`src/pkg/tpc_pkg.sv`:
```
/*
  Constants and types for the timer pair, capture and compare block.
  Assumes a 32-bit APB register bus with byte addresses and 16-bit
  registers in the low half of each word.
*/
package tpc_pkg;

  // Register byte offsets
  localparam int unsigned APB_AW       = 8;
  localparam logic [7:0]  OFS_TCTL0    = 8'h00;
  localparam logic [7:0]  OFS_TCTL1    = 8'h04;
  localparam logic [7:0]  OFS_CNT0     = 8'h08;
  localparam logic [7:0]  OFS_CNT1     = 8'h0C;
  localparam logic [7:0]  OFS_PER0     = 8'h10;
  localparam logic [7:0]  OFS_PER1     = 8'h14;
  localparam logic [7:0]  OFS_CAPCTL   = 8'h18;
  localparam logic [7:0]  OFS_CAPBUF   = 8'h1C;
  localparam logic [7:0]  OFS_CMPCTL   = 8'h20;
  localparam logic [7:0]  OFS_CMPVAL0  = 8'h24;
  localparam logic [7:0]  OFS_CMPVAL1  = 8'h28;
  localparam logic [7:0]  OFS_STATUS   = 8'h2C;

  // Timer control fields
  localparam int unsigned T_RUN        = 15;
  localparam int unsigned T_IDLE       = 13;
  localparam int unsigned T_GATE       = 6;
  localparam int unsigned T_PS_HI      = 5;
  localparam int unsigned T_PS_LO      = 4;
  localparam int unsigned T_CHAIN      = 3;
  localparam int unsigned T_CKSRC      = 1;
  localparam logic [15:0] TCTL0_MASK   = 16'hA07A;
  localparam logic [15:0] TCTL1_MASK   = 16'hA072;
  localparam logic [15:0] REG_RESET    = 16'h0000;

  // Prescaler terminal counts for 1:1, 1:8, 1:64, 1:256
  localparam logic [7:0]  PS_TERM_1    = 8'h00;
  localparam logic [7:0]  PS_TERM_8    = 8'h07;
  localparam logic [7:0]  PS_TERM_64   = 8'h3F;
  localparam logic [7:0]  PS_TERM_256  = 8'hFF;

  // Capture control fields
  localparam int unsigned C_IDLE       = 13;
  localparam int unsigned C_TSEL       = 7;
  localparam int unsigned C_CPI_HI     = 6;
  localparam int unsigned C_CPI_LO     = 5;
  localparam int unsigned C_OV         = 4;
  localparam int unsigned C_BNE        = 3;
  localparam int unsigned C_MODE_HI    = 2;
  localparam logic [15:0] CAPCTL_MASK  = 16'h20E7;
  localparam logic [3:0]  EDGE_TERM4   = 4'h3;
  localparam logic [3:0]  EDGE_TERM16  = 4'hF;

  typedef enum logic [2:0] {
    CAP_OFF    = 3'b000,
    CAP_BOTH   = 3'b001,
    CAP_FALL   = 3'b010,
    CAP_RISE   = 3'b011,
    CAP_RISE4  = 3'b100,
    CAP_RISE16 = 3'b101,
    CAP_UNUSED = 3'b110,
    CAP_WAKE   = 3'b111
  } tpc_cap_mode_type;

  // Compare control fields
  localparam int unsigned K_MODE_HI    = 2;
  localparam int unsigned K_TSEL       = 3;
  localparam int unsigned K_IRQEN      = 4;
  localparam logic [2:0]  CMP_SINGLE   = 3'b100;

  typedef enum logic [1:0] {
    OC_IDLE = 2'b00,
    OC_RISE = 2'b01,
    OC_FALL = 2'b10,
    OC_DONE = 2'b11
  } tpc_oc_state_type;

  // Status flag positions
  localparam int unsigned S_TMR0       = 0;
  localparam int unsigned S_TMR1       = 1;
  localparam int unsigned S_CAP        = 2;
  localparam int unsigned S_WAKE       = 3;
  localparam int unsigned S_CMP        = 4;
  localparam int unsigned S_W          = 5;

endpackage

```
`src/tpc_top.sv`:
```
/*
  Timer pair with 32-bit chaining, one input capture channel with a
  small capture buffer, and one single-pulse output compare channel,
  all behind an APB slave.
  Assumes pclk is the instruction clock, idle and sleep levels come
  from logic on pclk, and pins are asynchronous to pclk.
*/
// Function
// - Run bit starts or stops primary timer, or the chained pair.
// - Idle-stop bit halts its timer while the device idles.
// - Gate bit counts only while gate high, internal clock only.
// - Prescale field divides by 1, 8, 64 or 256.
// - Chain bit joins both timers into one 32-bit timer.
// - Secondary control bits are ignored while chained.
// - Clock source picks external pin rising edges or internal clock.
// - Secondary count holds the upper word when chained.
// - Chained period match sets the secondary timer flag.
// - Count equal to period returns to zero and keeps counting.
// - Capture idle-stop bit halts capture while the device idles.
// - Capture timer select stores primary count when set.
// - Capture flag raised after one to four captures.
// - Read-only overflow flag, cleared only by hardware.
// - Read-only buffer-not-empty flag while captures remain.
// - Capture modes for falling, rising, every 4th, every 16th rise.
// - Both-edge mode ignores captures-per-interrupt field.
// - Mode 111 is a rising-edge wake source in sleep or idle only.
// - Modes 000 and 110 leave the capture channel off.
// - Writing compare mode 100 drives pin low and arms one pulse.
// - First primary compare match drives the pin high.
// - Secondary compare match drives pin low, then stays low.
// - Second match sets compare flag; request only when enabled.
// - Rewriting mode 100 rearms without touching the timer.
`timescale 1ns/1ns
module tpc_top #(
  parameter int unsigned CAP_DEPTH = 4
) (
  input  wire logic                       pclk,          // Clock
  input  wire logic                       presetn,       // Reset, low
  input  wire logic                       ce,            // Clock enable
  input  wire logic                       psel,          // APB select
  input  wire logic                       penable,       // APB enable
  input  wire logic                       pwrite,        // APB write
  input  wire logic [tpc_pkg::APB_AW-1:0] paddr,         // APB address
  input  wire logic [31:0]                pwdata,        // APB wdata
  output logic      [31:0]                prdata,        // APB rdata
  output logic                            pready,        // APB ready
  output logic                            pslverr,       // APB error
  input  wire logic                       idle_mode,     // Device idle
  input  wire logic                       sleep_mode,    // Device sleep
  input  wire logic [1:0]                 ext_timer_clock_pin, // Pins
  input  wire logic [1:0]                 gate_pin,      // Gate pins
  input  wire logic                       capture_pin,   // Capture pin
  output logic                            compare_out_pin,   // Pulse
  output logic                            primary_timer_irq_flag, // Period
  output logic                            secondary_timer_irq_flag, // Chain
  output logic                            capture_irq_flag,  // Capture
  output logic                            capture_wake_flag, // Wake
  output logic                            compare_irq_flag,  // Compare
  output logic                            compare_irq_req    // Masked
);
  import tpc_pkg::*;

  localparam int unsigned PW = $clog2(CAP_DEPTH);

  // Pointer wrap relies on a power-of-two depth
  if (CAP_DEPTH < 2 || CAP_DEPTH > 16 || (1 << PW) != CAP_DEPTH) begin
    $error("CAP_DEPTH must be a power of two from 2 to 16");
  end
  logic [1:0][15:0]   tctl_reg;
  logic [1:0][15:0]   cnt_reg;
  logic [1:0][15:0]   cnt_next;
  logic [1:0][15:0]   per_reg;
  logic [15:0]        capctl_reg;
  logic [4:0]         cmpctl_reg;
  logic [1:0][15:0]   cmpval_reg;
  logic [S_W-1:0]     stat_reg;
  logic [S_W-1:0]     stat_set;
  logic [4:0]         sync1_reg;
  logic [4:0]         sync2_reg;
  logic [4:0]         sync3_reg;
  logic [31:0]        prdata_reg;
  logic               pready_reg;
  logic               pslverr_reg;
  logic               pin_reg;
  logic               irq_req_reg;
  logic [1:0]         tmr_hit;
  wire  [1:0]         tick;
  tpc_oc_state_type   oc_state_reg;
  tpc_oc_state_type   oc_state_next;
  logic [15:0]        fifo_mem [CAP_DEPTH];
  logic [PW-1:0]      wr_ptr_reg;
  logic [PW-1:0]      rd_ptr_reg;
  logic [PW:0]        fill_reg;
  logic               ov_reg;
  logic [3:0]         edge_cnt_reg;
  logic [1:0]         irq_cnt_reg;

  // APB decode; the answer comes one cycle into the access phase
  wire        access   = psel & penable;
  wire        wr_fire  = access & pwrite & pready_reg;
  wire        rd_fire  = access & ~pwrite & pready_reg;
  wire        sel_t0   = paddr == OFS_TCTL0;
  wire        sel_t1   = paddr == OFS_TCTL1;
  wire        sel_c0   = paddr == OFS_CNT0;
  wire        sel_c1   = paddr == OFS_CNT1;
  wire        sel_p0   = paddr == OFS_PER0;
  wire        sel_p1   = paddr == OFS_PER1;
  wire        sel_cap  = paddr == OFS_CAPCTL;
  wire        sel_buf  = paddr == OFS_CAPBUF;
  wire        sel_cmp  = paddr == OFS_CMPCTL;
  wire        sel_v0   = paddr == OFS_CMPVAL0;
  wire        sel_v1   = paddr == OFS_CMPVAL1;
  wire        sel_st   = paddr == OFS_STATUS;
  wire        hit      = sel_t0 | sel_t1 | sel_c0 | sel_c1 | sel_p0 |
                         sel_p1 | sel_cap | sel_buf | sel_cmp | sel_v0 |
                         sel_v1 | sel_st;
  wire [15:0] wd       = pwdata[15:0];

  // Capture status bits read back live beside the writable fields
  wire        buf_ne   = fill_reg != '0;
  wire [15:0] cap_rd   = (capctl_reg & CAPCTL_MASK) |
                         (16'(ov_reg) << C_OV) |
                         (16'(buf_ne) << C_BNE);
  wire [15:0] rd_word  =
      sel_t0  ? tctl_reg[0] :
      sel_t1  ? tctl_reg[1] :
      sel_c0  ? cnt_reg[0] :
      sel_c1  ? cnt_reg[1] :
      sel_p0  ? per_reg[0] :
      sel_p1  ? per_reg[1] :
      sel_cap ? cap_rd :
      sel_buf ? (buf_ne ? fifo_mem[rd_ptr_reg] : REG_RESET) :
      sel_cmp ? {11'h000, cmpctl_reg} :
      sel_v0  ? cmpval_reg[0] :
      sel_v1  ? cmpval_reg[1] :
      sel_st  ? {11'h000, stat_reg} : REG_RESET;

  // Bus answer registers
  always_ff @(posedge pclk or negedge presetn) begin
    if (!presetn) begin
      pready_reg  <= 1'b0;
      prdata_reg  <= 32'h0000_0000;
      pslverr_reg <= 1'b0;
    end else if (ce) begin
      pready_reg  <= access & ~pready_reg;
      if (access & ~pready_reg) begin
        prdata_reg  <= pwrite ? 32'h0000_0000 : {16'h0000, rd_word};
        pslverr_reg <= ~hit;
      end
    end
  end

  // Two-flop synchronisers, third flop only for edge detection
  always_ff @(posedge pclk or negedge presetn) begin
    if (!presetn) begin
      sync1_reg <= 5'h00;
      sync2_reg <= 5'h00;
      sync3_reg <= 5'h00;
    end else if (ce) begin
      sync1_reg <= {capture_pin, gate_pin, ext_timer_clock_pin};
      sync2_reg <= sync1_reg;
      sync3_reg <= sync2_reg;
    end
  end

  wire chain = tctl_reg[0][T_CHAIN];
  // Per-timer clock selection, gating and prescaler
  for (genvar g = 0; g < 2; g++) begin : g_tmr
    logic [7:0] ps_reg;
    wire [15:0] ctl   = chain ? tctl_reg[0] : tctl_reg[g];
    wire        run   = ctl[T_RUN] & ~(idle_mode & ctl[T_IDLE]);
    wire        erise = sync2_reg[g] & ~sync3_reg[g];
    wire        src   = ctl[T_CKSRC] ? erise :
                        (~ctl[T_GATE] | sync2_reg[2+g]);
    wire [1:0]  psel2 = ctl[T_PS_HI:T_PS_LO];
    wire [7:0]  term  = (psel2 == 2'b11) ? PS_TERM_256 :
                        (psel2 == 2'b10) ? PS_TERM_64 :
                        (psel2 == 2'b01) ? PS_TERM_8 : PS_TERM_1;
    wire        wrap  = ps_reg >= term;
    assign tick[g] = run & src & wrap;
    // Prescaler restarts whenever its timer stops
    always_ff @(posedge pclk or negedge presetn) begin
      if (!presetn) begin
        ps_reg <= 8'h00;
      end else if (ce) begin
        if (!run) begin
          ps_reg <= 8'h00;
        end else if (src) begin
          ps_reg <= wrap ? 8'h00 : ps_reg + 8'h01;
        end
      end
    end
  end

  // Count update; a bus write to a count wins over counting
  always_comb begin
    cnt_next = cnt_reg;
    tmr_hit  = 2'b00;
    if (chain) begin
      if (tick[0]) begin
        if (cnt_reg == per_reg) begin
          cnt_next   = 32'h0000_0000;
          tmr_hit[1] = 1'b1;
        end else begin
          cnt_next = cnt_reg + 32'h0000_0001;
        end
      end
    end else begin
      for (int i = 0; i < 2; i++) begin
        if (tick[i]) begin
          if (cnt_reg[i] == per_reg[i]) begin
            cnt_next[i] = 16'h0000;
            tmr_hit[i]  = 1'b1;
          end else begin
            cnt_next[i] = cnt_reg[i] + 16'h0001;
          end
        end
      end
    end
    if (wr_fire && sel_c0) cnt_next[0] = wd;
    if (wr_fire && sel_c1) cnt_next[1] = wd;
  end

  // Software-written configuration
  always_ff @(posedge pclk or negedge presetn) begin
    if (!presetn) begin
      tctl_reg   <= '0;
      per_reg    <= '0;
      capctl_reg <= REG_RESET;
      cmpval_reg <= '0;
      cmpctl_reg <= 5'h00;
      cnt_reg    <= '0;
    end else if (ce) begin
      cnt_reg <= cnt_next;
      if (wr_fire) begin
        if (sel_t0)  tctl_reg[0]   <= wd & TCTL0_MASK;
        if (sel_t1)  tctl_reg[1]   <= wd & TCTL1_MASK;
        if (sel_p0)  per_reg[0]    <= wd;
        if (sel_p1)  per_reg[1]    <= wd;
        if (sel_cap) capctl_reg    <= wd & CAPCTL_MASK;
        if (sel_v0)  cmpval_reg[0] <= wd;
        if (sel_v1)  cmpval_reg[1] <= wd;
        if (sel_cmp) cmpctl_reg    <= wd[4:0];
      end
    end
  end

  // Capture edge qualification
  tpc_cap_mode_type cap_mode;
  assign cap_mode = tpc_cap_mode_type'(capctl_reg[C_MODE_HI:0]);
  wire cap_on   = ~(idle_mode & capctl_reg[C_IDLE]) &
                  (cap_mode != CAP_OFF) & (cap_mode != CAP_UNUSED)
                  & (cap_mode != CAP_WAKE);
  wire c_rise   = sync2_reg[4] & ~sync3_reg[4];
  wire c_fall   = ~sync2_reg[4] & sync3_reg[4];
  wire edge_ev  = (cap_mode == CAP_BOTH) ? (c_rise | c_fall) :
                  (cap_mode == CAP_FALL) ? c_fall : c_rise;
  wire prediv   = (cap_mode == CAP_RISE4) | (cap_mode == CAP_RISE16);
  wire [3:0] e_term = (cap_mode == CAP_RISE16) ? EDGE_TERM16 : EDGE_TERM4;
  wire cap_ev   = cap_on & edge_ev &
                  (~prediv | (edge_cnt_reg == e_term));
  wire full     = fill_reg == (PW+1)'(CAP_DEPTH);
  wire push     = cap_ev & ~full;
  wire pop      = rd_fire & sel_buf & buf_ne;
  wire [15:0] cap_val = capctl_reg[C_TSEL] ? cnt_reg[0] : cnt_reg[1];
  wire [1:0]  cpi     = capctl_reg[C_CPI_HI:C_CPI_LO];
  wire cap_irq  = cap_ev & ((cap_mode == CAP_BOTH) | (irq_cnt_reg == cpi));
  wire wake_ev  = (cap_mode == CAP_WAKE) & c_rise &
                  (sleep_mode | idle_mode);

  // Capture buffer; writing mode 000 flushes it
  always_ff @(posedge pclk or negedge presetn) begin
    if (!presetn) begin
      wr_ptr_reg   <= '0;
      rd_ptr_reg   <= '0;
      fill_reg     <= '0;
      ov_reg       <= 1'b0;
      edge_cnt_reg <= 4'h0;
      irq_cnt_reg  <= 2'b00;
    end else if (ce) begin
      if (cap_mode == CAP_OFF) begin
        wr_ptr_reg   <= '0;
        rd_ptr_reg   <= '0;
        fill_reg     <= '0;
        ov_reg       <= 1'b0;
        edge_cnt_reg <= 4'h0;
        irq_cnt_reg  <= 2'b00;
      end else begin
        if (push) begin
          fifo_mem[wr_ptr_reg] <= cap_val;
          wr_ptr_reg           <= wr_ptr_reg + PW'(1);
        end
        if (pop) rd_ptr_reg <= rd_ptr_reg + PW'(1);
        fill_reg <= fill_reg + (PW+1)'(push) - (PW+1)'(pop);
        if (cap_ev && full) ov_reg <= 1'b1;
        if (cap_on && prediv && c_rise) begin
          edge_cnt_reg <= (edge_cnt_reg == e_term) ? 4'h0
                                                   : edge_cnt_reg + 4'h1;
        end
        if (cap_ev) irq_cnt_reg <= cap_irq ? 2'b00 : irq_cnt_reg + 2'b01;
      end
    end
  end

  // Single-pulse compare; a write with mode 100 rearms it
  wire        arm     = wr_fire & sel_cmp &
                        (wd[K_MODE_HI:0] == CMP_SINGLE);
  wire        disarm  = wr_fire & sel_cmp & ~arm;
  wire [15:0] tbase   = cmpctl_reg[K_TSEL] ? cnt_reg[1] : cnt_reg[0];
  wire        m_pri   = tbase == cmpval_reg[0];
  wire        m_sec   = tbase == cmpval_reg[1];
  logic       cmp_done;
  always_comb begin
    oc_state_next = oc_state_reg;
    cmp_done      = 1'b0;
    unique case (oc_state_reg)
      OC_IDLE: oc_state_next = OC_IDLE;
      OC_RISE: if (m_pri) oc_state_next = OC_FALL;
      OC_FALL: if (m_sec) begin
        oc_state_next = OC_DONE;
        cmp_done      = 1'b1;
      end
      OC_DONE: oc_state_next = OC_DONE;
    endcase
    if (arm || disarm) begin
      oc_state_next = arm ? OC_RISE : OC_IDLE;
      cmp_done      = 1'b0;
    end
  end

  // Pin is high only while waiting for the trailing match
  always_ff @(posedge pclk or negedge presetn) begin
    if (!presetn) begin
      oc_state_reg <= OC_IDLE;
      pin_reg      <= 1'b0;
    end else if (ce) begin
      oc_state_reg <= oc_state_next;
      pin_reg      <= oc_state_next == OC_FALL;
    end
  end

  // Sticky flags, write one to clear; a new event beats the clear
  assign stat_set = {cmp_done, wake_ev, cap_irq, tmr_hit};
  wire [S_W-1:0] stat_clr = (wr_fire & sel_st) ? pwdata[S_W-1:0] : '0;
  always_ff @(posedge pclk or negedge presetn) begin
    if (!presetn) begin
      stat_reg    <= '0;
      irq_req_reg <= 1'b0;
    end else if (ce) begin
      stat_reg    <= (stat_reg & ~stat_clr) | stat_set;
      irq_req_reg <= stat_reg[S_CMP] & cmpctl_reg[K_IRQEN];
    end
  end

  assign prdata                   = prdata_reg;
  assign pready                   = pready_reg;
  assign pslverr                  = pslverr_reg;
  assign compare_out_pin          = pin_reg;
  assign primary_timer_irq_flag   = stat_reg[S_TMR0];
  assign secondary_timer_irq_flag = stat_reg[S_TMR1];
  assign capture_irq_flag         = stat_reg[S_CAP];
  assign capture_wake_flag        = stat_reg[S_WAKE];
  assign compare_irq_flag         = stat_reg[S_CMP];
  assign compare_irq_req          = irq_req_reg;

endmodule

```
`config.mk`:
```
export PLATFORM = sky130hd
export DESIGN_NAME = tpc_top
export DESIGN_NICKNAME = d
export VERILOG_FILES = /design/src/pkg/tpc_pkg.sv /design/src/tpc_top.sv
export SDC_FILE = /design/constraint.sdc
export NUM_CORES = 1
export LEC_CHECK = 0
export BUFFER_PORTS_ARGS = -buffer_cell sky130_fd_sc_hd__buf_2
export CAP_MARGIN = 20
export CORE_MARGIN = 1.5
export CORE_UTILIZATION = 30
export CTS_BUF_LIST = sky130_fd_sc_hd__clkbuf_16
export DETAILED_ROUTE_END_ITERATION = 7
export MAX_ROUTING_LAYER = met4
export PLACE_DENSITY = 0.55
export SKIP_CTS_REPAIR_TIMING = 1
export SYNTH_ARGS = -nofsm -noshare
export SYNTH_HDL_FRONTEND = slang
export SYNTH_SLANG_ARGS = --single-unit
export TNS_END_PERCENT = 5
```
`constraint.sdc`:
```
create_clock -name pclk -period 5.8 [get_ports pclk]
set_input_delay 0.29 -clock pclk [delete_from_list [all_inputs] [get_ports pclk]]
set_output_delay 0.29 -clock pclk [all_outputs]
set_load 0.02 [all_outputs]
```
== Word level (Yosys, flattened, before mapping) ==
Memory sizes are Yosys's and may differ from the RTL's.
Cells that the tools add are included.

* Add/subtract/negate cells: 11
* Magnitude comparators: 2
* Equal/unequal tests: 40
* Muxes and demuxes: 77
* Bitwise logic cells: 73
* Reduce and logical (&&, ||, !) cells: 37

{| class="wikitable"
|+ Operators with widths
! cell !! count
|-
| $mux 16 || 22
|-
| $mux 32 || 3
|-
| $eq 16x16->1 || 4
|-
| $mux 8 || 8
|-
| $and 1x1->1 || 35
|-
| $add 16x1->16 const B || 2
|-
| $add 32x1->32 const B || 1
|-
| $eq 32x32->1 || 1
|-
| $eq 8x5->1 const B || 4
|-
| $eq 8x6->1 const B || 4
|-
| $reduce_and 3->1 || 9
|-
| $mux 1 || 22
|-
| $mux 2 || 10
|-
| $or 1x1->1 || 18
|-
| $reduce_and 2->1 || 9
|-
| $add 8x1->8 const B || 2
|-
| $eq 8x4->1 const B || 2
|-
| $ge 8x8->1 || 2
|-
| $mux 4 || 4
|-
| $eq 3x3->1 const B || 5
|-
| $not 1->1 || 15
|-
| $eq 2x2->1 const B || 7
|-
| $or 14x4->14 || 1
|-
| $or 14x5->14 || 1
|-
| 27 further kinds || 49
|}

* Register bits: 209
* RAM bits: 64
* Input port bits: 53
* Output and inout port bits: 41
* Logic and storage cells: 269
* Memories kept: 1

{| class="wikitable"
|+ Memories
! name !! depth !! width !! rd ports !! clocked after Yosys merged registers in !! write ports !! line !! RTL
|-
| fifo_mem || 4 || 16 || 1 || 0 || 1 || tpc_top.sv:90 || <nowiki>logic [15:0] fifo_mem [CAP_DEPTH];</nowiki>
|}

== Logic depth before layout (Yosys ltp) ==
Gate-level depths: netlist of the first run.

* Word-level depth: 14
* Mapped depth: 16
* Gate-level depth less buffers: 16

== Worst setup path after synthesis of the first run ==
No wires, ideal clock.

* Path type: reg2reg
* From: reg tctl_reg (netlist bit g_tmr[0].ctl[3])
* To: reg cnt_reg[30] (netlist bit)
* Setup time: 0.121 ns
* Data arrival time: 3.285 ns
* Required time: 5.679 ns
* Slack: 2.393 ns
* Stages on the path, launching flop included: 15
* Path buffers: 5
* Period minus slack after synthesis: 3.407 ns
* Cell sequence: dfrtp_1 clkbuf_1 buf_1 mux2i_1 or2_2 ha_1 a21o_1 a21oi_1 o21ai_0 and4_1 buf_2 or2_1 buf_2 buf_6 o2bb2ai_1

* Cells in the longest elaborated chain, start to end: 9
* Elaborated cells on any way between the ends: 21
* Those cells by class: 1 x order compare; 4 x eq/ne; 7 x mux; 7 x bitwise; 2 x reduce/logical

{| class="wikitable"
|+ RTL lines
! item !! line !! RTL
|-
| from (decl) || tpc_top.sv:69 || <nowiki>logic [1:0][15:0] tctl_reg;</nowiki>
|-
| $mux 16 || tpc_top.sv:170 || <nowiki>wire [15:0] ctl = chain ? tctl_reg[0] : tctl_reg[g];</nowiki>
|-
| $eq 2x1->1 || tpc_top.sv:178 || <nowiki>(psel2 == 2'b01) ? PS_TERM_8 : PS_TERM_1;</nowiki>
|-
| $mux 3 || tpc_top.sv:178 ||
|-
| $mux 6 || tpc_top.sv:177 || <nowiki>(psel2 == 2'b10) ? PS_TERM_64 :</nowiki>
|-
| $mux 8 || tpc_top.sv:176 || <nowiki>wire [7:0] term = (psel2 == 2'b11) ? PS_TERM_256 :</nowiki>
|-
| $ge 8x8->1 || tpc_top.sv:179 || <nowiki>wire wrap = ps_reg >= term;</nowiki>
|-
| $and 1x1->1 || tpc_top.sv:180 || <nowiki>assign tick[g] = run & src & wrap;</nowiki>
|-
| $reduce_bool 3->1 (no source line) || n/a ||
|-
| $reduce_and 3->1 (no source line) || n/a ||
|-
| to (signal assigned) || tpc_top.sv:234 || <nowiki>cnt_reg <= cnt_next;</nowiki>
|-
| to (decl) || tpc_top.sv:70 || <nowiki>logic [1:0][15:0] cnt_reg;</nowiki>
|}

Parallel ways exist; a longest one is shown, timed or not.
A chain may end at the register's enable or synchronous reset.

== Final worst setup path of the first run ==
* From: reg tctl_reg (netlist bit g_tmr[0].ctl[3])
* To: reg cnt_reg[24] (netlist bit)

Same word-level chain as after synthesis.

==> metrics.yaml, run 1 <==
run_status:
  status: "completed"
placement:
  dp_hpwl_um: 33500
  routabilityCongestion: 0.911
  port-buffer-count: 61
  place_area_um2: 15400
sta:
  setup_tns_ns: 0
  min_period_ns: 3.72
  slew_headroom: 0.282
  fmax_mhz: 269
  finalSetupViolations: 0
  worstMarginPinSlew_ns: 1.08
  hold_viol: 0
  finalCritPeriodShare: 0.641
  finalClockSkew_ns: 0.0242
  rsz0062_at_grt: "false"
  drv_slew: 0
pwr:
  power_density_nw_per_um2: 228
  p_clk_frac: 0.455
  swShare: 0.239
  power_frac_comb: 0.046
  irDropWorstVdd_mv: 0.182
  p_leak_uw: 0.00685
  pwr-share-seq: 0.499
  power.switching_uw: 891
  p_int_uw: 2840
finish:
  utilization: 0.341
  top_register: "fifo_mem"
  final_area_um2: 16400
  fin_nets: 1479
  largest_register_ffs: 64
  synthToLayoutAreaGrowth_pct: 11.5
  fillCellCount: 4825
  layout-drive-gt1-share: 0.190
setup_path:
  r2r_start: "g_tmr[0].ctl[3]"
  critical_path.top_delay_family: "simple AND/OR/NAND/NOR gates"
  cp-start-kind: "register"
  crit_chain: "buf_4 -> mux2i_1 -> or2_2 -> ha_1 -> o21a_1 -> o21ai_0 -> o21ai_0 -> and4_1 -> or2_1 -> a32oi_1"
  critical_path_class: "reg2reg"
  cp_slowest_cell: "and4_1"
  endpoint_kind: "register"
  required_ns: 6.21
  cp.arrival_ns: 4.13
  path_max_fanout: 24
  path_buf_inv: 1
  rr_endpoint: "cnt_reg[24]"
  critical_path.most_common_cell: "o21ai_0"
  reg2regPathDepth: 10
  crit_path_max_incr_delay_ns: 0.76
  rrSetupSlack_ns: 2.08
hold_path:
  min_path_cells: 3
  hold_path_class: "in2reg"
  whs_endpoint: "cnt_reg[25]"
  hp-start: "pwdata[9]"
die:
  die-area_um2: 50200
  die_h_um: 224
  num_rows: 80
  start_util: 0.306
  die-width_um: 224
  core_region_area_um2: 47900
  io_pins: 94
cts:
  clkTransAtPathRegs_ns: 0.06
  cts_inserted_buffers: 29
  cts_tree: "done"
  numClockSinks: 255
  worst_skew_pair.late_latency_ns: 0.57
  clockRootBuffer: "clkbuf_16"
  clockBufferDepth: 3
  htreeDepth: 1
routing:
  postRouteAntennaNets: 0
  finalWirelength_um: 47300
  vias: 11500
  viasPerCell: 5.63
  routed_wire_length_per_instance_um: 23.2
  first_iter_violations: 1144
  post-route-drc-count: 0
  firstDrtPassIters: 5
global_routing:
  grt_usage: 0.195
  grt_max_degree: 78
  grt_first_pass_wirelength_um: 72500
  grt_pass1_vias: 11200
  gr-total-overflow: 0
  antenna_found_initial: 4
logic_synthesis:
  synth_cells: 1377
  yosys_warnings: 0
  ys_ff_latch: 255
  ys_seq_area_frac: 0.457
  synth-main-ff-cell: "dfrtp_1"
  avgSynthCellArea_um2: 10.7
  synth_edf_count: 64
  async_flop_share: 0.749
  synth.distinct_cells: 81
  synthesis.area_um2: 14700
flow_run:
  drv_cap: 0
[layout make-up]
class	instances	area (um2)	area share
inverter	37	139	0.00849
sequential	255	6700	0.410
tap	615	769	0.0470
clock buffer	29	726	0.0444
timing repair buffer	88	552	0.0337
antenna	4	10.0	0.000612
clock inverter	24	133	0.00811
multi-input combinational	987	7330	0.448
[power groups by stage]
stage | Combinational (uW) | Sequential (uW) | Clock, uW
finish | 173 | 1860 | 1700
global placement | 166 | 1900 | 0
detailed placement | 168 | 1900 | 0
floorplan | 82.0 | 1900 | 0
global route | 189 | 1860 | 1810
CTS | 169 | 1860 | 1740
[synth_stat cells, types with 32 or more instances]
library cell	instances	area (um2)
xnor2_1	67	587
mux2_2	108	1220
nand3_1	45	225
clkbuf_1	43	161
nand2_1	121	454
nor2_1	47	176
inv_1	36	135
a22o_1	32	280
a21oi_1	45	225
dfrtp_1	191	4780
edfxtp_1	64	1920
buf_2	38	190
o21ai_0	60	300
[cells by family after synthesis]
family	Yosys count	synth area share
compound gates	328	0.158
xor+xnor	69	0.0412
fa+ha+maj	28	0.0244
buf+inv	150	0.0478
flops	255	0.457
mux	154	0.130
other cells	1	0.000256
simple gates	392	0.141
[worst register-to-register path, stage by stage, from the launching register on]
cell     delay, ns
dfrtp_1       0.36
buf_4         0.32
mux2i_1       0.12
or2_2         0.30
ha_1          0.30
o21a_1        0.11
o21ai_0       0.06
o21ai_0       0.38
and4_1        0.76
or2_1         0.67
a32oi_1       0.20
[layout by cell type (no fill, tap or decap), types with 11 or more instances in the layout]
cell / n
o22ai_1: 11
o21ai_0: 60
mux2i_1: 27
nor2_1: 47
a21oi_1: 45
dfrtp_1: 191
a22oi_1: 24
mux2_2: 108
mux4_2: 18
buf_4: 20
nand2_1: 121
nand4_1: 24
conb_1: 16
a22o_1: 32
clkbuf_16: 29
inv_1: 47
a211oi_1: 18
buf_2: 60
o211ai_1: 14
nand2b_1: 14
edfxtp_1: 64
nor3_1: 27
o31ai_1: 16
nand3_1: 45
ha_1: 27
and3_1: 26
a31oi_1: 13
nor4_1: 15
xnor2_1: 67
[worst max-delay path by stage]
stage             endpoint            start  depth (start not counted)
3_5_place_dp   fill_reg[2]         paddr[2]                         13
6_report       cnt_reg[24]  g_tmr[0].ctl[3]                         10
2_1_floorplan  cnt_reg[30]  g_tmr[0].ctl[3]                         14
4_1_cts         cnt_reg[0]  g_tmr[0].ctl[4]                          9
5_1_grt        cnt_reg[26]  g_tmr[0].ctl[3]                         10
3_3_place_gp   fill_reg[2]         paddr[2]                         13
[metal layers]
layer	track usage	vias to the layer above	wire, um
li1	-	5205	-
met2	0.291	487	21300
met1	0.264	5706	20900
met4	0.0713	0	1530
met3	0.0349	84	3610
met5	-	-	0
[per-stage QoR]
| stage | worst slack, ns | std cells | power [uW] | hold WS (ns) |
|---|---|---|---|---|
| floorplan | 2.39 | 1392 | 1980 | -0.00559 |
| global placement | 1.91 | 1973 | 2060 | 0.326 |
| detailed placement | 1.90 | 1974 | 2060 | 0.323 |
| CTS | 2.05 | 2027 | 3770 | -0.275 |
| global route | 1.86 | 2039 | 3860 | 0.0529 |
| finish | 2.08 | 2039 | 3730 | 0.0584 |
(Power assumes the default switching activity.)
==> run 2: changes to the inputs <==
ABC_AREA = 1   (was unset)
clock period = 3.85 ns   (was 5.8 ns; I/O delays follow)
==> metrics.yaml, run 2 <==
setup_path:
  cp-start-kind: "register"
  critical_path.most_common_cell: "nand2_1"
  required_ns: 4.38
  path_max_fanout: 34
  crit_chain: "o21ai_0 -> xor2_1 -> nor2_1 -> nand2_1 -> nor2_1 -> nand2_1 -> nand2_1 -> nand3_1 -> nand3b_1 -> nand2_1"
  crit_path_max_incr_delay_ns: 1.07
  critical_path_class: "reg2reg"
  cp.arrival_ns: 3.50
  endpoint_kind: "register"
  cp_slowest_cell: "dfrtp_1"
finish:
  fillCellCount: 5339
  stdcell_count: 2759
  final_cell_mix: "nand2_1 (624), o21ai_0 (212), dfrtp_1 (191)"
  largest_register_ffs: 64
  synthToLayoutAreaGrowth_pct: 13.8
  antennaDiodeCount: 0
  final_common_cell: "nand2_1"
  seq_area_um2: 6700
  top_register: "fifo_mem"
  fin_nets: 2145
  layout-drive-gt1-share: 0.0925
  multiInputGateArea_um2: 7200
  utilization: 0.345
sta:
  finalClockSkew_ns: 0.0255
  drv_slew: 0
  finalCritPeriodShare: 0.773
  slew_headroom: 0.257
  worstMarginPinSlew_ns: 1.11
  min_period_ns: 2.98
  fmax_mhz: 336
  holdWs_ns: -0.0209
  setup_tns_ns: 0
  hold_viol: 1
  rsz0062_at_grt: "false"
  finalSetupViolations: 0
die:
  die-area_um2: 51800
  die-width_um: 228
  num_rows: 82
  core_region_area_um2: 50000
  io_pins: 94
  die_h_um: 228
  start_util: 0.303
logic_synthesis:
  synth.top_cell.area_share: 0.316
  yosys_warnings: 0
  yosys-top-cells-area: "dfrtp_1 (32%), nand2_1 (15%), edfxtp_1 (13%), o21ai_0 (7.0%), inv_1 (4.4%)"
  ys_ff_latch: 255
  synth_commonest_cells: "nand2_1 (624), o21ai_0 (212), dfrtp_1 (191)"
  synth.distinct_cells: 51
  synth_top_area_cell: "dfrtp_1"
  avgSynthCellArea_um2: 7.57
  async_flop_share: 0.749
  synthesis.area_um2: 15100
  synth_edf_count: 64
  synth-main-ff-cell: "dfrtp_1"
  synth_cells: 1999
  ys_seq_area_frac: 0.443
  synth.most_common_cell: "nand2_1"
cts:
  worst_skew_pair.late_latency_ns: 0.60
  clockRootBuffer: "clkbuf_16"
  numClockSinks: 255
  cts_tree: "done"
  clockBufferDepth: 3
  cts_inserted_buffers: 30
  htreeDepth: 1
  clkTransAtPathRegs_ns: 0.07
routing:
  postRouteAntennaNets: 0
  routed_wire_length_per_instance_um: 20.8
  firstDrtPassIters: 6
  vias: 14000
  finalWirelength_um: 57500
  first_iter_violations: 1448
  post-route-drc-count: 0
  viasPerCell: 5.06
global_routing:
  antenna_found_initial: 0
  grt_first_pass_wirelength_um: 85100
  met1_usage: 0.309
  grt_pass1_vias: 13200
  top_usage_layer: "met2"
  gr-total-overflow: 0
  grt_max_degree: 65
  met2_usage: 0.351
  met3_usage: 0.0337
  grt_usage: 0.229
pwr:
  swShare: 0.261
  power_density_nw_per_um2: 345
  p_int_uw: 4390
  irDropWorstVdd_mv: 0.350
  power.switching_uw: 1550
  p_clk_frac: 0.459
  pwr-share-seq: 0.476
  p_leak_uw: 0.00780
  power_frac_comb: 0.065
placement:
  dp_cells: 2684
  routabilityCongestion: 0.991
  port-buffer-count: 61
  dp_hpwl_um: 42100
run_status:
  violations: "hold timing"
  status: "complete, but fails checks"
hold_path:
  hold_path_class: "in2reg"
flow_run:
  drv_cap: 0
[run 2: changes by cell type after synthesis, sizes merged, moves of 74 or more]
cell / change
mux2: -109
inv: +155
o21ai: +164
nand2: +506
xor2: +74
nor2: +112
[run 2: kinds of logic after synthesis]
logic type                 after synthesis  synth area share
and+or+nand+nor                        973             0.267
AOI/OAI and AO/OA                      352             0.127
buffers and inverters                  297            0.0856
DFF                                    255             0.443
xor gates and xnor gates                92            0.0532
adders and majority gates               28            0.0236
other                                    1          0.000248
muxes                                    1          0.000661
[run 2: worst max-delay path: cells and delay by family (launching register included)]
kind,cells,cell delay (ns)
simple gates,8,1.09
xor+xnor,1,0.26
compound gates,1,0.47
flops,1,1.07
[run 2: layout make-up]
class / count / area share
multi-input combinational: 1462 / 0.418
inverter: 193 / 0.0421
clock inverter: 25 / 0.00995
sequential: 255 / 0.389
tap: 672 / 0.0488
clock buffer: 30 / 0.0436
timing repair buffer: 122 / 0.0487
[run 2: final timing paths]
check                      slack (ns)          start  cells after the start              end
hold / removal                  -0.02      pwdata[0]                      5      cnt_reg[16]
setup reg to reg                 0.87  cmpctl_reg[3]                     10  compare_out_pin
min in group asynchronous        0.10        presetn                      2      per_reg[23]
hold reg to reg                  0.47     prdata[12]                      2       prdata[12]
max in group asynchronous        2.57        presetn                      3  compare_irq_req
setup / recovery                 0.87  cmpctl_reg[3]                     10  compare_out_pin
[run 2: through the flow]
step           cell area [um2]  total power (uW)  setup slack, ns
2_1_floorplan            15200              3070             1.35
3_3_place_gp             16100              3240            0.969
3_5_place_dp             16100              3250            0.913
4_1_cts                  17000              5970            0.886
5_1_grt                  17200              6120            0.604
6_report                 17200              5930            0.873
[run 2: per-layer routing]
layer,part of all wire,vias up
met5,0,-
met4,0.038,0
met3,0.071,119
met2,0.45,534
met1,0.45,6712
li1,-,6609
[run 2: power groups by stage]
stage	Clock (uW)	Combinational, uW	Sequential (uW)
2_1_floorplan	0	185	2880
6_report	2720	383	2830
3_3_place_gp	0	363	2880
3_5_place_dp	0	368	2880
4_1_cts	2780	369	2830
5_1_grt	2870	418	2830
==> run 3: changes to the inputs <==
PLACE_DENSITY = 0.57   (was 0.55)
clock period = 2.5 ns   (was 3.85 ns; I/O delays follow)
==> metrics.yaml, run 3 (synthesized netlist as in run 2, its figures left out) <==
cts:
  numClockSinks: 255
  clockBufferDepth: 3
  clockRootBuffer: "clkbuf_16"
  clkTransAtPathRegs_ns: 0.06
  htreeDepth: 1
  cts_inserted_buffers: 30
  worst_skew_pair.late_latency_ns: 0.59
  cts_tree: "done"
sta:
  min_period_ns: 2.49
  finalSetupViolations: 0
  holdWs_ns: -0.0192
  drv_slew: 0
  rsz0062_at_grt: "true"
  finalClockSkew_ns: 0.0166
  hold_viol: 1
  fmax_mhz: 401
  fin_ws_ns: 0.00531
  finalCritPeriodShare: 0.998
  worstMarginPinSlew_ns: 0.963
  slew_headroom: 0.358
setup_path:
  critical_path_class: "reg2reg"
  critical_path.top_delay_family: "adder cells"
  path_max_fanout: 6
  crit_path_max_incr_delay_ns: 0.52
  cp.arrival_ns: 2.95
  required_ns: 2.95
  endpoint_kind: "register"
  cp_slowest_cell: "fa_2"
  crit_chain: "nor3_2 -> a21oi_1 -> o21ai_1 -> and3_4 -> inv_1 -> nor2_2 -> inv_1 -> ha_1 -> inv_1 -> ha_1 -> inv_1 -> fa_2 -> o22ai_1"
  path_buf_inv: 4
  critical_path.most_common_cell: "inv_1"
  cp-start-kind: "register"
placement:
  dp_hpwl_um: 45100
  routabilityCongestion: 1.00
  pre_cts_ws_ns: -0.0870
  port-buffer-count: 61
global_routing:
  antenna_found_initial: 1
  gr-total-overflow: 0
  grt_usage: 0.237
  grt_first_pass_wirelength_um: 87600
  grt_pass1_vias: 13600
  grt_max_degree: 130
finish:
  layout-drive-gt1-share: 0.142
  synthToLayoutAreaGrowth_pct: 21.2
  fillCellCount: 5219
  multiInputGateArea_um2: 7310
  top_register: "fifo_mem"
  largest_register_ffs: 64
  final_common_cell: "nand2_1"
  seq_area_um2: 6710
  final_cell_mix: "nand2_1 (622), o21ai_0 (206), dfrtp_1 (188)"
  fin_nets: 2243
routing:
  vias: 14400
  postRouteAntennaNets: 0
  first_iter_violations: 1340
  finalWirelength_um: 59900
  post-route-drc-count: 0
  firstDrtPassIters: 6
  routed_wire_length_per_instance_um: 20.9
  viasPerCell: 5.04
die:
  start_util: 0.303
  die_h_um: 228
  io_pins: 94
  num_rows: 82
  die-width_um: 228
  core_region_area_um2: 50000
  die-area_um2: 51800
flow_run:
  drv_cap: 0
pwr:
  p_int_uw: 7330
  p_clk_frac: 0.490
  p_leak_uw: 0.00839
  finalPower_uw: 9780
  power.switching_uw: 2440
  power_frac_comb: 0.064
  power_density_nw_per_um2: 533
  swShare: 0.250
  pwr-share-seq: 0.446
  irDropWorstVdd_mv: 0.515
run_status:
  violations: "hold timing"
  status: "complete, but fails checks"
hold_path:
  hold_path_class: "in2reg"
-- run 3: cell count changes in the layout (fill, tap and decap cells not counted), moves of 4 or more --
cell           previous run  this run
bufinv_16                 1         5
o21ai_1                  12        17
clkinv_2                  7         2
dlygate4sd3_1            19        23
o21ai_0                 212       206
inv_2                    13        19
buf_12                    0         9
buf_4                    41       123
inv_1                   184       177
-- run 3: tightest hold or removal path, delay by kind of cell --
kind	cells	cell delay [ns]
simple gates	3	0.20
buf+inv	1	0.14
compound gates	1	0.05
-- run 3: layout make-up --
type,instances,area share
multi-input cells,1463,0.398
repair buffers,219,0.0924
clock buffers,32,0.0436
clock inverters,24,0.0149
well taps,672,0.0458
diodes,1,0.000136
inverters,193,0.0395
flip-flops and latches,255,0.365
-- run 3: power groups by stage --
stage	Clock, uW	Sequential, uW	Combinational (uW)
6_report	4790	4360	622
5_1_grt	5030	4370	679
4_1_cts	4870	4360	585
3_5_place_dp	0	4440	584
3_3_place_gp	0	4440	573
2_1_floorplan	0	4440	285
-- run 3: final timing paths --
check | from | end | slack, ns | depth (start not counted)
setup / recovery | capctl_reg[0] | fill_reg[1] | 0.005 | 13
hold / removal | pwdata[0] | cnt_reg[16] | -0.02 | 5
setup reg to reg | capctl_reg[0] | fill_reg[1] | 0.005 | 13
hold reg to reg | prdata[14] | prdata[14] | 0.47 | 2
max in group asynchronous | presetn | cnt_reg[25] | 1.50 | 3
min in group asynchronous | presetn | per_reg[21] | 0.16 | 3
-- run 3: routing by layer --
metal	part of all wire	track usage	vias to the layer above
met4	0.031	0.0722	0
met1	0.45	0.323	7038
met3	0.057	0.0194	88
met2	0.47	0.375	483
li1	-	-	6814
met5	0	-	-
-- run 3: stage by stage --
| step | std cells | instance area [um2] | hold WS, ns | TNS [ns] | utilization |
|---|---|---|---|---|---|
| after floorplan | 2014 | 15200 | -0.171 | -0.0198 | - |
| after global placement | 2769 | 16800 | -0.0262 | -0.0151 | 0.337 |
| after detailed placement | 2769 | 16800 | -0.0244 | -0.815 | 0.337 |
| after CTS | 2825 | 17900 | -0.640 | -1.25 | 0.358 |
| after global routing | 2858 | 18300 | 0.0129 | -1.01 | 0.367 |
| final | 2859 | 18300 | -0.0192 | 0 | 0.367 |
